## src/sarcm_pkg.sv

```systemverilog
// sarcm_pkg: constants and types of the sar conversion and mode control block.
// assumes a single 125 MHz clock; all cycle counts below are derived from that rate.
package sarcm_pkg;

   localparam int RES_BITS       = 14;
   localparam int CLK_FREQ_MHZ   = 125;

   // acquisition cycle; any reconfiguration needs one full cycle of this
   localparam int ACQ_TIME_NS    = 250;
   localparam int ACQ_CYCLES     = (ACQ_TIME_NS * CLK_FREQ_MHZ + 999) / 1000;
   localparam int ACQ_CNT_W      = 8;

   // throughput per mode in ksps; periods round down so the rate is always met
   localparam int WARP_RATE_KSPS    = 1000;
   localparam int NORMAL_RATE_KSPS  = 800;
   localparam int IMPULSE_RATE_KSPS = 670;
   localparam int WARP_PERIOD_CYC    = CLK_FREQ_MHZ * 1000 / WARP_RATE_KSPS;
   localparam int NORMAL_PERIOD_CYC  = CLK_FREQ_MHZ * 1000 / NORMAL_RATE_KSPS;
   localparam int IMPULSE_PERIOD_CYC = CLK_FREQ_MHZ * 1000 / IMPULSE_RATE_KSPS;

   // cycles per decided bit; two cycles kept for start edge and code forming
   localparam int STEP_W = 4;
   localparam logic [STEP_W-1:0] WARP_STEP    = STEP_W'((WARP_PERIOD_CYC - ACQ_CYCLES - 2) / RES_BITS);
   localparam logic [STEP_W-1:0] NORMAL_STEP  = STEP_W'((NORMAL_PERIOD_CYC - ACQ_CYCLES - 2) / RES_BITS);
   localparam logic [STEP_W-1:0] IMPULSE_STEP = STEP_W'((IMPULSE_PERIOD_CYC - ACQ_CYCLES - 2) / RES_BITS);

   // msb weight: half of the reference, also the twos complement flip mask
   localparam logic [RES_BITS-1:0] RES_MSB_ONE = 14'h2000;

   // software configuration word layout
   localparam int CFG_W          = 5;
   localparam int CFG_SIGNED_BIT = 0;
   localparam int CFG_WIDE_BIT   = 1;
   localparam int CFG_FAST_BIT   = 2;
   localparam int CFG_LOWPWR_BIT = 3;
   localparam int CFG_CODING_BIT = 4;
   localparam logic [CFG_W-1:0] CFG_RESET = 5'h00;

   typedef enum logic [1:0] {
      MODE_NORMAL  = 2'b00,
      MODE_WARP    = 2'b01,
      MODE_IMPULSE = 2'b10
   } sarcm_mode_e;

   typedef enum logic [1:0] {
      ST_ACQ   = 2'b00,
      ST_READY = 2'b01,
      ST_CONV  = 2'b10,
      ST_CODE  = 2'b11
   } sarcm_state_e;

endpackage : sarcm_pkg

```

## src/sarcm_sar_if.sv

```systemverilog
// sarcm_sar_if: link between the mode controller and the bit search engine.
// assumes both ends share i_clk; start and done are one-cycle pulses.
`timescale 1ns/1ps
interface sarcm_sar_if;
   import sarcm_pkg::*;
   logic                    start;
   logic [STEP_W-1:0]       step_cycles;
   logic                    comp_high;
   logic [RES_BITS-1:0]     trial;
   logic                    done;
   logic [RES_BITS-1:0]     result;

   modport ctrl (output start, output step_cycles, output comp_high,
                 input trial, input done, input result);
   modport eng  (input start, input step_cycles, input comp_high,
                 output trial, output done, output result);
endinterface : sarcm_sar_if

```

## src/sarcm_sar.sv

```systemverilog
// sarcm_sar: binary search engine, one bit decided per step, msb first.
// assumes comp_high is the comparator verdict for the current trial word.
`timescale 1ns/1ps
module sarcm_sar
   import sarcm_pkg::*;
(
   // clock and reset
   input  wire logic i_clk,
   input  wire logic i_rst,
   // controller side
   sarcm_sar_if.eng  bus
);

   logic                running,  next_running;
   logic [3:0]          bit_idx,  next_bit_idx;
   logic [STEP_W-1:0]   step_cnt, next_step_cnt;
   logic [STEP_W-1:0]   step_q,   next_step_q;
   logic [RES_BITS-1:0] trial,    next_trial;
   logic [RES_BITS-1:0] result,   next_result;
   logic                done,     next_done;
   logic [RES_BITS-1:0] bit_mask;
   logic [RES_BITS-1:0] decided;

   assign bit_mask = RES_BITS'(1) << bit_idx;
   assign decided  = bus.comp_high ? trial : (trial & ~bit_mask);

   ////////////////////////////////////////////////////////////////////////////
   always_comb
   begin
      next_running  = running;
      next_bit_idx  = bit_idx;
      next_step_cnt = step_cnt;
      next_step_q   = step_q;
      next_trial    = trial;
      next_result   = result;
      next_done     = 1'b0;
      if (bus.start)
      begin
         // step length taken once, so a mode change cannot stretch a search
         next_running  = 1'b1;
         next_bit_idx  = 4'(RES_BITS - 1);
         next_step_cnt = '0;
         next_step_q   = bus.step_cycles;
         next_trial    = RES_MSB_ONE; // RQ2
      end
      else if (running)
      begin
         if (step_cnt == step_q - 4'h1)
         begin
            next_step_cnt = '0;
            if (bit_idx == 4'h0)
            begin
               next_running = 1'b0;
               next_done    = 1'b1;
               next_result  = decided; // RQ2
               next_trial   = decided;
            end
            else
            begin
               next_trial   = decided | (bit_mask >> 1); // RQ2
               next_bit_idx = bit_idx - 4'h1;
            end
         end
         else
         begin
            next_step_cnt = step_cnt + 4'h1;
         end
      end
   end

   always_ff @(posedge i_clk)
   begin
      if (i_rst)
      begin
         running  <= 1'b0;
         bit_idx  <= '0;
         step_cnt <= '0;
         step_q   <= 4'h1;
         trial    <= '0;
         result   <= '0;
         done     <= 1'b0;
      end
      else
      begin
         running  <= next_running;
         bit_idx  <= next_bit_idx;
         step_cnt <= next_step_cnt;
         step_q   <= next_step_q;
         trial    <= next_trial;
         result   <= next_result;
         done     <= next_done;
      end
   end

   assign bus.trial  = trial;
   assign bus.result = result;
   assign bus.done   = done;
endmodule : sarcm_sar

```

## src/sarcm_top.sv

```systemverilog
// sarcm_top: conversion sequencing, mode selection and output coding.
// assumes all pins synchronous to i_clk; comparator verdict arrives on i_comp_high.
`timescale 1ns/1ps
// Overview of operation
// (RQ1) conversion starts only after acquisition ends and convert_start_n falls
// (RQ2) bits resolved msb first by binary weighted steps down to one lsb
// (RQ3) output code formed first, then busy dropped to mark result ready; code loads on the same edge that drops busy
// (RQ4) fast select high, low-power low: fastest mode, up to 1 msps
// (RQ5) host discards first fast-mode result after gaps over 1 ms
// (RQ6) equal mode selects give normal mode, 800 ksps, no gap limit
// (RQ7) fast low, low-power high: 670 ksps mode, powers down after conversions
// (RQ8) config changes latch after one full acquisition cycle
// (RQ9) reconfiguration accepted any time without reset
// (RQ10) pins give config in hardware modes, config register in software mode
// (RQ11) config register in use: mode pins ignored; host ties them fixed
// (RQ12) straight binary or twos complement, from pin or config register
// (RQ13) each result belongs to the sample just taken, no pipeline
// (RQ14) software mode when serial select high and hardware select low
// (RQ15) hardware modes take range from signed and wide range selects
// (RQ16) busy high from conversion start until result ready; no start meanwhile
module sarcm_top
   import sarcm_pkg::*;
(
   // clock and reset
   input  wire logic                i_clk,
   input  wire logic                i_rst,
   // conversion control
   input  wire logic                i_convert_start_n,
   input  wire logic                i_comp_high,
   // configuration pins
   input  wire logic                i_fast_select,
   input  wire logic                i_low_power_select,
   input  wire logic                i_output_coding_select,
   input  wire logic                i_signed_range_select,
   input  wire logic                i_wide_range_select,
   input  wire logic                i_serial_parallel_select,
   input  wire logic                i_hardware_software_select,
   // write-only configuration register
   input  wire logic                i_cfg_write,
   input  wire logic [CFG_W-1:0]    i_cfg_word,
   // status and result
   output logic                     o_busy,
   output logic                     o_ready,
   output logic                     o_result_valid,
   output logic [RES_BITS-1:0]      o_result,
   output logic [RES_BITS-1:0]      o_dac_trial,
   output logic                     o_power_down,
   // active configuration
   output sarcm_mode_e              o_mode,
   output logic                     o_coding_binary,
   output logic                     o_range_signed,
   output logic                     o_range_wide
);

   localparam int ACQ_D = ACQ_CYCLES;

   sarcm_sar_if sar_bus ();

   sarcm_sar u_sar (
      .i_clk (i_clk),
      .i_rst (i_rst),
      .bus   (sar_bus.eng)
   );

   ////////////////////////////////////////////////////////////////////////////
   // effective configuration
   logic [CFG_W-1:0] cfg_reg, next_cfg_reg;
   logic             sw_mode;
   logic             eff_fast, eff_lowpwr, eff_coding, eff_signed, eff_wide;
   sarcm_mode_e      eff_mode;
   logic [4:0]       eff_cfg, act_cfg;

   assign sw_mode    = i_serial_parallel_select & ~i_hardware_software_select; // RQ14
   // pins stay don't care while the register is in charge
   assign eff_fast   = sw_mode ? cfg_reg[CFG_FAST_BIT]   : i_fast_select; // RQ10 RQ11
   assign eff_lowpwr = sw_mode ? cfg_reg[CFG_LOWPWR_BIT] : i_low_power_select; // RQ11
   assign eff_coding = sw_mode ? cfg_reg[CFG_CODING_BIT] : i_output_coding_select; // RQ12
   assign eff_signed = sw_mode ? cfg_reg[CFG_SIGNED_BIT] : i_signed_range_select; // RQ15
   assign eff_wide   = sw_mode ? cfg_reg[CFG_WIDE_BIT]   : i_wide_range_select; // RQ15

   always_comb
   begin
      if (eff_fast && !eff_lowpwr)
         eff_mode = MODE_WARP; // RQ4
      else if (!eff_fast && eff_lowpwr)
         eff_mode = MODE_IMPULSE; // RQ7
      else
         eff_mode = MODE_NORMAL; // RQ6
   end

   assign eff_cfg = {eff_mode, eff_coding, eff_signed, eff_wide};
   assign act_cfg = {o_mode, o_coding_binary, o_range_signed, o_range_wide};

   ////////////////////////////////////////////////////////////////////////////
   // sequencer
   sarcm_state_e          state, next_state;
   logic [ACQ_CNT_W-1:0]  acq_cnt, next_acq_cnt;
   logic                  start_n_q;
   logic                  start_fall;
   logic                  next_busy, next_valid, next_pd, next_coding, next_signed, next_wide;
   sarcm_mode_e           next_mode;
   logic [RES_BITS-1:0]   next_result;

   assign start_fall = start_n_q & ~i_convert_start_n;

   always_comb
   begin
      next_state   = state;
      next_acq_cnt = acq_cnt;
      next_busy    = o_busy;
      next_valid   = 1'b0;
      next_pd      = o_power_down;
      next_result  = o_result;
      next_mode    = o_mode;
      next_coding  = o_coding_binary;
      next_signed  = o_range_signed;
      next_wide    = o_range_wide;
      next_cfg_reg = i_cfg_write ? i_cfg_word : cfg_reg; // RQ9
      case (state)
         ST_ACQ:
         begin
            if (acq_cnt == ACQ_CNT_W'(ACQ_CYCLES - 1))
            begin
               // latch only after a whole acquisition cycle
               next_state  = ST_READY;
               next_mode   = eff_mode; // RQ8
               next_coding = eff_coding; // RQ8
               next_signed = eff_signed; // RQ8
               next_wide   = eff_wide; // RQ8
               // leaving the low-power mode wakes the circuits at once
               next_pd     = o_power_down && (eff_mode == MODE_IMPULSE); // RQ7
            end
            else
            begin
               next_acq_cnt = acq_cnt + 8'h01;
            end
         end
         ST_READY:
         begin
            if (start_fall)
            begin
               next_state = ST_CONV; // RQ1
               next_busy  = 1'b1; // RQ16
               next_pd    = 1'b0;
            end
            else if (eff_cfg != act_cfg)
            begin
               // new settings need a fresh acquisition before they apply
               next_state   = ST_ACQ; // RQ9
               next_acq_cnt = '0;
            end
         end
         ST_CONV:
         begin
            if (sar_bus.done)
               next_state = ST_CODE;
         end
         default:
         begin
            // code formed in the same edge that drops busy
            next_result  = o_coding_binary ? sar_bus.result : (sar_bus.result ^ RES_MSB_ONE); // RQ3 RQ12 RQ13
            next_valid   = 1'b1;
            next_busy    = 1'b0; // RQ3
            next_pd      = (o_mode == MODE_IMPULSE); // RQ7
            next_state   = ST_ACQ;
            next_acq_cnt = '0;
         end
      endcase
   end

   always_ff @(posedge i_clk)
   begin
      if (i_rst)
      begin
         state           <= ST_ACQ;
         acq_cnt         <= '0;
         start_n_q       <= 1'b1;
         cfg_reg         <= CFG_RESET;
         o_busy          <= 1'b0;
         o_result_valid  <= 1'b0;
         o_result        <= '0;
         o_power_down    <= 1'b0;
         o_mode          <= MODE_NORMAL;
         o_coding_binary <= 1'b0;
         o_range_signed  <= 1'b0;
         o_range_wide    <= 1'b0;
      end
      else
      begin
         state           <= next_state;
         acq_cnt         <= next_acq_cnt;
         start_n_q       <= i_convert_start_n;
         cfg_reg         <= next_cfg_reg;
         o_busy          <= next_busy;
         o_result_valid  <= next_valid;
         o_result        <= next_result;
         o_power_down    <= next_pd;
         o_mode          <= next_mode;
         o_coding_binary <= next_coding;
         o_range_signed  <= next_signed;
         o_range_wide    <= next_wide;
      end
   end

   always_comb
   begin
      case (o_mode)
         MODE_WARP:    sar_bus.step_cycles = WARP_STEP; // RQ4
         MODE_IMPULSE: sar_bus.step_cycles = IMPULSE_STEP; // RQ7
         default:      sar_bus.step_cycles = NORMAL_STEP; // RQ6
      endcase
   end

   assign sar_bus.start     = (state == ST_READY) && start_fall; // RQ1
   assign sar_bus.comp_high = i_comp_high;
   assign o_dac_trial       = sar_bus.trial;
   assign o_ready           = (state == ST_READY);
endmodule : sarcm_top

```

## config.mk

```make
export PLATFORM = sky130hd
export DESIGN_NAME = sarcm_top
export DESIGN_NICKNAME = d
export VERILOG_FILES = /design/src/sarcm_pkg.sv /design/src/sarcm_sar_if.sv /design/src/sarcm_sar.sv /design/src/sarcm_top.sv
export SDC_FILE = /design/constraint.sdc
export NUM_CORES = 1
export LEC_CHECK = 0
export ABC_CLOCK_PERIOD_IN_PS = 1800
export BUFFER_PORTS_ARGS = -buffer_cell sky130_fd_sc_hd__buf_2
export CAP_MARGIN = 20
export CORE_MARGIN = 1.5
export CORE_UTILIZATION = 53
export CTS_BUF_LIST = sky130_fd_sc_hd__clkbuf_2
export CTS_CLUSTER_DIAMETER = 50
export CTS_CLUSTER_SIZE = 24
export DETAILED_ROUTE_END_ITERATION = 12
export GPL_TIMING_DRIVEN = 0
export HOLD_SLACK_MARGIN = 0.06
export PLACE_DENSITY = 0.78
export SYNTH_ARGS = -nofsm -noshare
export SYNTH_HDL_FRONTEND = slang
export SYNTH_SLANG_ARGS = --single-unit
```

## constraint.sdc

```tcl
create_clock -name i_clk -period 1.8 [get_ports i_clk]
set_input_delay 0.36 -clock i_clk [delete_from_list [all_inputs] [get_ports i_clk]]
set_output_delay 0.36 -clock i_clk [all_outputs]
set_load 0.01 [all_outputs]
```

==> summary.md, run 1 <==
| Metric | Value |
|---|---|
| Outcome | `finished with violations` |
| Violated checks | `negative setup slack` |
| Critical path peak fanout | `6` |
| Top cells by area, synth | `dfxtp_1 (44%), a21oi_1 (8.0%), nand2_1 (6.8%), nor2_1 (3.8%), ha_1 (3.7%)` |
| Mapped cell area | `3680 um2` |
| Final hold viol count | `0` |
| HP Class | `input port to register` |
| Die W | `86.3 um` |
| Ys Warns | `0` |
| Syn Inst Count | `433` |
| Final Skew | `0.0265 ns` |
| Fin nets | `541` |
| Routed Antenna Nets | `0` |
| P&R area growth vs syn | `27.7%` |
| Syn Area/Cell | `8.50 um2` |
| Count leader, synth | `dfxtp_1` |
| Biggest registers after layout | `o_result x14, u_sar.bus.result x14, u_sar.bus.trial x14` |
| N_diodes | `0` |
| Critical path launch point type | `register` |
| Final wirelength | `9620 um` |
| GRT overflow | `0` |
| Post-synth cell types | `53` |
| Syn Nets | `461` |
| Max Buffers Root-to-Sink | `2` |
| Total power divided by cell area | `652 nW/um2` |
| Largest net degree at the start of global routing | `15` |
| Top Ports | `54` |
| Iter 0 DRT Violations | `229` |
| RSZ-0062 raised after global routing | `yes` |
| Setup TNS | `-2.92 ns` |
| CTS clock-pin slew for the worst setup and hold paths | `0.22 ns` |
| Clock root cell | `clkbuf_2` |
| GRT busiest layer | `met2` |
| Initial antenna violation count | `0` |
| Measured slew at the worst slew-check pin | `0.696 ns` |
| CTS Buf Count | `9` |
| Share of cells above drive strength 1 | `32.8%` |
| Async SR Flop Fraction | `0%` |
| Yosys top cell area share | `43.5%` |
| H-tree depth | `3` |
| IO Port Bufs | `51` |
| Clock Sink Count | `80` |
| Max Freq | `501 MHz` |
| Initial Util | `54.5%` |
| Number of enable flip-flop cells after synthesis | `0` |
| RD Place Congestion | `0.897` |
| Seq pwr share | `58.7%` |
| DP Worst Slack | `-0.261 ns` |
| Switching Fraction | `24.1%` |
| Final hold slack | `0.102 ns` |
| DP Wirelength | `6050 um` |
| Met1 GRT Util | `32.5%` |
| Vias/cell | `5.72` |
| Worst setup margin | `-0.198 ns` |
| Critical Path AT | `2.48 ns` |
| Register area share after synthesis | `43.5%` |
| Period utilisation layout | `111%` |
| Core area | `6760 um2` |
| Crit end category | `register` |
| Met2 usage | `41.1%` |
| CTS tree | `yes` |
| Vias in the first global route | `3090` |
| Slew HR | `53.3%` |
| DR vias | `3419` |
| Critical Path RT | `2.28 ns` |
| Flops & latches, synth | `80` |
| Tot GR Track Use | `25.0%` |
| VDD IR max | `774 uV` |
| DRT Pass-1 Iters | `5` |
| Net Sw Power | `740 uW` |
| Mean routed wirelength per cell | `16.1 um` |
| Comb power frac | `5.4%` |
| Pins Over Slew Limit | `0` |
| MaxCap Viol Count | `0` |
| Die height | `86.3 um` |
| Leakage | `0.00190 uW` |
| First-pass GRT wire length | `14700 um` |
| Row count | `30` |
| Predominant post-synthesis flop cell | `dfxtp_1` |
| Final worst path period need | `2.00 ns` |
| Cell taking the most area after synthesis | `dfxtp_1` |
| Clock latency on the worst-skew pair | `0.54 ns` |
| Final-report setup violation count | `32` |
| # DRC | `0` |
| Met3 Usage GRT | `6.67%` |
| P_int | `2320 uW` |
| Critical path class | `register to register` |
| Die area | `7450 um2` |
| Synth top cells by count | `dfxtp_1 (80), nand2_1 (67), a21oi_1 (59)` |
| Clock power frac | `36.0%` |
## stage by stage
step / total power (uW) / instance area, um2 / std cells / util [%]
final: 3060 / 4700 / 598 / 69.6
after global routing: 3170 / 4700 / 598 / 69.6
after CTS: 3060 / 4480 / 595 / 66.2
after global placement: 1970 / 4080 / 564 / 60.4
after detailed placement: 1970 / 4080 / 564 / 60.4
after floorplan: 1920 / 3720 / 433 / -
## final cells by class
type,instances,area [um2]
Timing Repair Buffer,73,472
Sequential cell,80,1620
Tap cell,80,100
Clock inverter,7,96.3
Multi-Input combinational cell,312,2150
Fill cell,533,2060
Buffer,23,164
Clock buffer,9,45.0
Inverter,14,52.6
## placed cells by master (no fill, tap or decap), types with 6 or more instances in the layout
master / synthesis / routed
dfxtp_1: 80 / 72
a21oi_1: 59 / 55
dfxtp_2: 0 / 6
nor2_1: 37 / 34
o21ai_1: 0 / 8
xor2_1: 6 / 6
clkbuf_1: 15 / 10
nand2_1: 67 / 59
buf_6: 1 / 12
nand2b_1: 11 / 10
mux2i_1: 8 / 8
dlygate4sd3_1: 0 / 6
nand3_1: 7 / 7
o211ai_1: 9 / 9
inv_1: 14 / 11
ha_1: 11 / 9
buf_4: 3 / 13
clkbuf_2: 0 / 10
buf_2: 8 / 51
## per-layer routing
layer,part of all wire (%),up-vias
met4,2.0,0
li1,-,1672
met5,0,-
met2,50,111
met1,43,1616
met3,5.1,20
## worst max-delay path, cell delays in order, from the launching register on
cell and delay [ns]:
dfxtp_2 0.40, inv_2 0.05, ha_4 0.24, xnor2_2 0.13, nor2_2 0.13, and4_4 0.25
nor3b_4 0.33, o311ai_0 0.24, a21oi_1 0.19
## kinds of logic (layout without fill, tap and decap cells)
logic type | Yosys count | after routing | share of synthesized area [%]
AOI/OAI and AO/OA | 118 | 118 | 20.5
xor gates and xnor gates | 15 | 15 | 3.57
adders and majority gates | 11 | 11 | 3.74
buffers and inverters | 41 | 126 | 4.96
DFF | 80 | 80 | 43.5
muxes | 11 | 11 | 3.40
and+or+nand+nor | 157 | 157 | 20.3
## power groups by stage
stage	clock network, uW	logic, uW	registers [uW]
5_1_grt	1190	179	1800
2_1_floorplan	0	93.9	1830
3_3_place_gp	0	133	1830
3_5_place_dp	0	137	1830
6_report	1100	165	1800
4_1_cts	1110	153	1800
## final timing paths
path / from / endpoint / slack, ns / depth (start not counted)
max reg2reg: u_sar.step_q[0] / u_sar.bus.result[2] / -0.20 / 8
min: i_rst / start_n_q / 0.10 / 2
min reg2reg: o_result[6] / o_result[6] / 0.47 / 2
max: u_sar.step_q[0] / u_sar.bus.result[2] / -0.20 / 8
## repair_timing
action                                  CTS  global route
resized for setup                        42            58
gates cloned                              3             0
pin swaps                                19            23
endpoints found under the hold margin     6             0
hold buffers                              6             0
buffers inserted                          8             5
endpoints found under the setup margin   51            48
Power figures use the tool's default switching activity.
==> run 2: changes to the inputs <==
--- a/config.mk
+++ b/config.mk
@@ -5,18 +5,19 @@
 export SDC_FILE = /design/constraint.sdc
 export NUM_CORES = 1
 export LEC_CHECK = 0
-export ABC_CLOCK_PERIOD_IN_PS = 1800
+export ABC_CLOCK_PERIOD_IN_PS = 2300
 export BUFFER_PORTS_ARGS = -buffer_cell sky130_fd_sc_hd__buf_2
 export CAP_MARGIN = 20
-export CORE_MARGIN = 1.5
-export CORE_UTILIZATION = 53
+export CORE_MARGIN = 2
+export CORE_UTILIZATION = 60
 export CTS_BUF_LIST = sky130_fd_sc_hd__clkbuf_2
 export CTS_CLUSTER_DIAMETER = 50
 export CTS_CLUSTER_SIZE = 24
 export DETAILED_ROUTE_END_ITERATION = 12
+export GPL_ROUTABILITY_DRIVEN = 0
 export GPL_TIMING_DRIVEN = 0
 export HOLD_SLACK_MARGIN = 0.06
-export PLACE_DENSITY = 0.78
+export PLACE_DENSITY = 0.83
 export SYNTH_ARGS = -nofsm -noshare
 export SYNTH_HDL_FRONTEND = slang
 export SYNTH_SLANG_ARGS = --single-unit
==> constraint.sdc (replaced) <==
create_clock -name i_clk -period 2.3 [get_ports i_clk]
set_input_delay 0.46 -clock i_clk [delete_from_list [all_inputs] [get_ports i_clk]]
set_output_delay 0.46 -clock i_clk [all_outputs]
set_load 0.01 [all_outputs]
==> summary.md, run 2 (synthesis gave the netlist of run 1 again) <==
| Metric | Value |
|---|---|
| Max Freq | `463 MHz (-7.4%)` |
| Fin nets | `525 (-3.0%)` |
| DP Wirelength | `6030 um (-0.32%)` |
| Final hold viol count | `0 (unchanged)` |
| Commonest non-fill, non-tap cell in the layout | `dfxtp_1` |
| Total Power | `2300 uW (-25%)` |
| DR vias | `3198 (-6.5%)` |
| Cell count after placement | `559 (-0.89%)` |
| Final wirelength | `8140 um (-15%)` |
| Largest net degree at the start of global routing | `16 (+1)` |
| Core area | `5920 um2 (-12%)` |
| H-tree depth | `3 (unchanged)` |
| Slew HR | `39.0% (-14 points)` |
| Clock Sink Count | `80 (unchanged)` |
| Leakage | `0.00169 uW (-11%)` |
| Critical Path AT | `2.63 ns (+0.15 ns)` |
| Initial Util | `62.2% (+7.7 points)` |
| Share of cells above drive strength 1 | `20.7% (-12 points)` |
| Crit-path slowest cell | `dfxtp_2` |
| Hold-fix buffers at CTS | `0 (-6)` |
| Mean routed wirelength per cell | `14.1 um (-12%)` |
| N_diodes | `0 (unchanged)` |
| Final worst path period need | `2.16 ns (+0.160 ns)` |
| Total power divided by cell area | `549 nW/um2 (-16%)` |
| Cell mode on critical path | `xnor2_1` |
| Worst Setup SP | `u_sar.step_q[1]` |
| Hold depth | `2 (unchanged)` |
| Fin cells | `577 (-3.5%)` |
| Iter 0 DRT Violations | `164 (-28%)` |
| Vias/cell | `5.54 (-3.1%)` |
| Die W | `82.3 um (-4.7%)` |
| Die height | `82.3 um (-4.7%)` |
| Final-report setup violation count | `0 (-100%)` |
| Pins Over Slew Limit | `0 (unchanged)` |
| Clock latency on the worst-skew pair | `0.54 ns (about the same)` |
| Initial antenna violation count | `0 (unchanged)` |
| # DRC | `0 (unchanged)` |
| Tot GR Track Use | `25.3% (+0.30 points)` |
| Biggest registers after layout | `o_result x14, u_sar.bus.result x14, u_sar.bus.trial x14` |
| Critical path launch point type | `register` |
| CTS clock-pin slew for the worst setup and hold paths | `0.23 ns (about the same)` |
| CTS Buf Count | `9 (unchanged)` |
| Period utilisation layout | `93.8% (-17 points)` |
| First-pass GRT wire length | `13200 um (-11%)` |
| CTS tree | `yes` |
| Setup TNS | `0 ns (+2.92 ns)` |
| DRT Pass-1 Iters | `4 (-1)` |
| Vias in the first global route | `2910 (-5.8%)` |
| Clock root cell | `clkbuf_2` |
| Crit end category | `register` |
| Row count | `28 (-6.7%)` |
| Critical-path cell list | `inv_1, ha_1, xnor2_1, xnor2_1, and4_1, buf_2, nor3b_4, buf_4, o211ai_1, a21oi_1` |
| VDD IR max | `432 uV (-44%)` |
| Measured slew at the worst slew-check pin | `0.908 ns (+0.212 ns)` |
| Hold_sp | `i_convert_start_n` |
| GRT overflow | `0 (unchanged)` |
| MaxCap Viol Count | `0 (unchanged)` |
| Critical path peak fanout | `10 (+4)` |
| Most frequent cells in the layout | `dfxtp_1 (78), nand2_1 (66), buf_2 (59), a21oi_1 (59), nor2_1 (37)` |
| IO Port Bufs | `51 (unchanged)` |
| Outcome | `finished clean` |
| Critical path class | `register to register` |
| Die area | `6780 um2 (-9.1%)` |
| Final Skew | `0.0235 ns (-0.00302 ns)` |
| Top Ports | `54 (unchanged)` |
| Max Buffers Root-to-Sink | `2 (unchanged)` |
| Critical Path RT | `2.78 ns (+0.50 ns)` |
| P&R area growth vs syn | `13.6%` |
| CP peak stage delay | `0.41 ns (about the same)` |
| R2R Path Start | `u_sar.step_q[1]` |
| Routed Antenna Nets | `0 (unchanged)` |
| Final Util | `70.6% (+1.0 points)` |
| HP Class | `input port to register` |
| Worst r2r path cells | `10 (+2)` |
[run 2: cell count changes in the layout (fill, tap and decap cells not counted), moves of 5 or more]
cell / change
buf_6: -11
o21ai_0: +11
buf_2: +8
buf_4: -8
o21ai_1: -8
nand2_1: +7
dfxtp_1: +6
dlygate4sd3_1: -6
xnor2_1: +6
clkbuf_1: +5
[run 2: what timing repair did]
item                                    in CTS  in global routing
gates resized for setup                      0                  4
setup buffers                                0                  2
endpoints found under the setup margin       0                 16
[run 2: cell type report]
class                           instances  area, um2
Multi-Input combinational cell        312       1910
Fill cell                             474       1740
Sequential cell                        80       1600
Timing Repair Buffer                   53        270
Buffer                                 27        130
Tap cell                               75       93.8
Clock inverter                          7       78.8
Inverter                               14       52.6
Clock buffer                            9       45.0
[run 2: per-stage QoR]
step | area (um2) | hold WS [ns] | setup WS (ns)
final | 4180 | 0.105 | 0.142
after global placement | 4030 | 0.441 | 0.118
after detailed placement | 4030 | 0.446 | 0.0459
after floorplan | 3680 | 0.432 | 0.315
after global routing | 4180 | 0.0726 | -0.00762
after CTS | 4150 | 0.0824 | 0.00741
[run 2: worst max-delay path: cells and delay by family (launching register included)]
| kind | cells | cell delay (ns) |
|---|---|---|
| AOI/OAI and AO/OA | 2 | 0.28 |
| xor gates and xnor gates | 2 | 0.35 |
| adders and majority gates | 1 | 0.18 |
| buffers and inverters | 3 | 0.42 |
| DFF | 1 | 0.41 |
| and+or+nand+nor | 2 | 0.47 |
[run 2: metal layers]
layer  global-route usage (%)  vias to the layer above  part of all wire (%)
li1                         -                     1630                     -
met1                     34.6                     1490                    49
met2                     39.6                       71                    46
met3                     5.43                        7                   4.3
met4                     8.83                        0                   1.1
met5                        0                        -                     0
[run 2: path summary, 6_finish.rpt]
path / endpoint / slack (ns)
min reg2reg: o_result[1] / 0.47
min: start_n_q / 0.11
max: u_sar.bus.result[8] / 0.14
max reg2reg: u_sar.bus.result[8] / 0.14
[run 2: power by group]
part | internal (uW) | switching (uW) | total, uW
Combinational | 43.2 | 60.4 | 104
Clock | 261 | 523 | 784
Sequential | 1400 | 8.14 | 1410
==> run 3: changes to the inputs <==
--- a/config.mk
+++ b/config.mk
@@ -15,9 +15,9 @@
 export CTS_CLUSTER_SIZE = 24
 export DETAILED_ROUTE_END_ITERATION = 12
 export GPL_ROUTABILITY_DRIVEN = 0
-export GPL_TIMING_DRIVEN = 0
 export HOLD_SLACK_MARGIN = 0.06
 export PLACE_DENSITY = 0.83
+export SETUP_SLACK_MARGIN = 0.2
 export SYNTH_ARGS = -nofsm -noshare
 export SYNTH_HDL_FRONTEND = slang
 export SYNTH_SLANG_ARGS = --single-unit
==> summary.md, run 3 (synthesis gave the netlist of run 1 again) <==
| Metric | Value |
|---|---|
| GRT overflow | `0 (unchanged)` |
| MaxCap Viol Count | `0 (unchanged)` |
| First-pass GRT wire length | `12700 um (-3.4%)` |
| Die area | `6780 um2 (unchanged)` |
| Crit-path slowest cell | `dfxtp_4` |
| Outcome | `finished clean` |
| Row count | `28 (unchanged)` |
| Leakage | `0.00166 uW (-1.4%)` |
| IO Port Bufs | `53 (+3.9%)` |
| Total Power | `2150 uW (-6.3%)` |
| VDD IR max | `335 uV (-22%)` |
| DP Wirelength | `5540 um (-8.3%)` |
| Initial Util | `62.2% (unchanged)` |
| Clock latency on the worst-skew pair | `0.53 ns (about the same)` |
| Critical Path AT | `2.39 ns (-0.24 ns)` |
| Clock Sink Count | `80 (unchanged)` |
| Final Skew | `0.0196 ns (-0.00390 ns)` |
| Worst r2r path cells | `10 (unchanged)` |
| Setup TNS | `0 ns (unchanged)` |
| Biggest registers after layout | `o_result x14, u_sar.bus.result x14, u_sar.bus.trial x14` |
| Critical path launch point type | `register` |
| WP depth | `10 (unchanged)` |
| Max Freq | `508 MHz (+9.5%)` |
| Vias/cell | `5.69 (+2.7%)` |
| Routed Antenna Nets | `0 (unchanged)` |
| Vias in the first global route | `2772 (-4.7%)` |
| CTS tree | `yes` |
| Iter 0 DRT Violations | `192 (+17%)` |
| Pins Over Slew Limit | `0 (unchanged)` |
| DR vias | `3187 (-0.34%)` |
| HP Class | `input port to register` |
| Most frequent cells in the layout | `dfxtp_1 (77), nand2_1 (67), a21oi_1 (59)` |
| Core area | `5920 um2 (unchanged)` |
| P&R area growth vs syn | `11.6%` |
| CP peak stage delay | `0.39 ns (-0.02 ns)` |
| Die W | `82.3 um (unchanged)` |
| Crit end category | `register` |
| Commonest non-fill, non-tap cell in the layout | `dfxtp_1` |
| Total power divided by cell area | `524 nW/um2 (-4.6%)` |
| Top Ports | `54 (unchanged)` |
| Tot GR Track Use | `24.0% (-1.3 points)` |
| # DRC | `0 (unchanged)` |
| Critical Path RT | `2.72 ns (-0.06 ns)` |
| Hold-fix buffers at CTS | `0 (unchanged)` |
| Share of cells above drive strength 1 | `21.2% (+0.52 points)` |
| Slew HR | `56.8% (+18 points)` |
| Clock root cell | `clkbuf_2` |
| Final-report setup violation count | `0 (unchanged)` |
| Fin nets | `509 (-3.0%)` |
| DRT Pass-1 Iters | `5 (+1)` |
| Worst path buffer plus inverter count | `3 (unchanged)` |
| Hold depth | `2 (unchanged)` |
| Mean routed wirelength per cell | `14.1 um (-0.21%)` |
| N_diodes | `0 (unchanged)` |
| Initial antenna violation count | `0 (unchanged)` |
| Critical-path cell list | `inv_1, ha_1, xnor2_1, nor2_1, and4_4, buf_8, nand4_1, buf_6, nand2_1, a21oi_1` |
| Period utilisation layout | `85.7% (-8.1 points)` |
| Measured slew at the worst slew-check pin | `0.648 ns (-0.260 ns)` |
| Critical path peak fanout | `22 (+12)` |
| CTS clock-pin slew for the worst setup and hold paths | `0.23 ns (about the same)` |
| Final hold viol count | `0 (unchanged)` |
| Cell family with most CP delay | `simple AND/OR/NAND/NOR gates` |
| Critical path class | `register to register` |
| Max Buffers Root-to-Sink | `2 (unchanged)` |
| Final wirelength | `7880 um (-3.1%)` |
| Final hold slack | `0.129 ns (+0.0243 ns)` |
| Die height | `82.3 um (unchanged)` |
| RSZ-0062 raised after global routing | `no` |
| H-tree depth | `3 (unchanged)` |
| Final worst path period need | `1.97 ns (-0.187 ns)` |
| CTS Buf Count | `9 (unchanged)` |
| Largest net degree at the start of global routing | `63 (+47)` |
## run 3: timing repair
| action | 4_1_cts | 5_1_grt |
|---|---|---|
| setup endpoints to repair | 14 | 32 |
| pin swaps | 0 | 1 |
| gates resized for setup | 1 | 10 |
| buffers inserted | 0 | 1 |
## run 3: worst reg2reg max path, cell delays in order (launching register included)
cell and delay, ns:
dfxtp_4 0.39, inv_1 0.04, ha_1 0.29, xnor2_1 0.12, nor2_1 0.14, and4_4 0.26, buf_8 0.17, nand4_1 0.14
buf_6 0.19, nand2_1 0.08, a21oi_1 0.06
## run 3: final timing paths
check | start | end | slack [ns]
setup / recovery | u_sar.step_q[0] | u_sar.bus.result[7] | 0.33
hold / removal | i_convert_start_n | start_n_q | 0.13
setup reg to reg | u_sar.step_q[0] | u_sar.bus.result[7] | 0.33
hold reg to reg | o_result[13] | o_result[13] | 0.46
## run 3: per-layer routing
layer	GRT usage, %	up-vias	routed length (um)
met5	0	-	0
met4	9.00	0	121
met3	4.35	16	432
met2	36.6	99	3630
met1	33.9	1463	3700
li1	-	1609	-
## run 3: area by class of cell
class                           instances  area (um2)
Multi-Input combinational cell        312        1900
Fill cell                             485        1810
Sequential cell                        80        1610
Timing Repair Buffer                   64         363
Tap cell                               75        93.8
Inverter                               14        52.6
Clock inverter                          6        46.3
Clock buffer                            9        45.0
## run 3: stage by stage
stage | util, % | setup WS, ns | cell area [um2] | std cells
2_1_floorplan | - | 0.315 | 3680 | 433
4_1_cts | 68.9 | 0.218 | 4080 | 559
3_5_place_dp | 67.3 | 0.0171 | 3990 | 544
6_report | 69.4 | 0.330 | 4110 | 560
5_1_grt | 69.4 | 0.196 | 4110 | 560
3_3_place_gp | 67.3 | 0.154 | 3990 | 544
## run 3: where the power goes
part	switching (uW)	leakage (uW)	total, uW	internal, uW
Clock	506	0.0000544	647	142
Sequential	8.79	0.000647	1410	1400
Combinational	56.6	0.000962	97.5	40.9
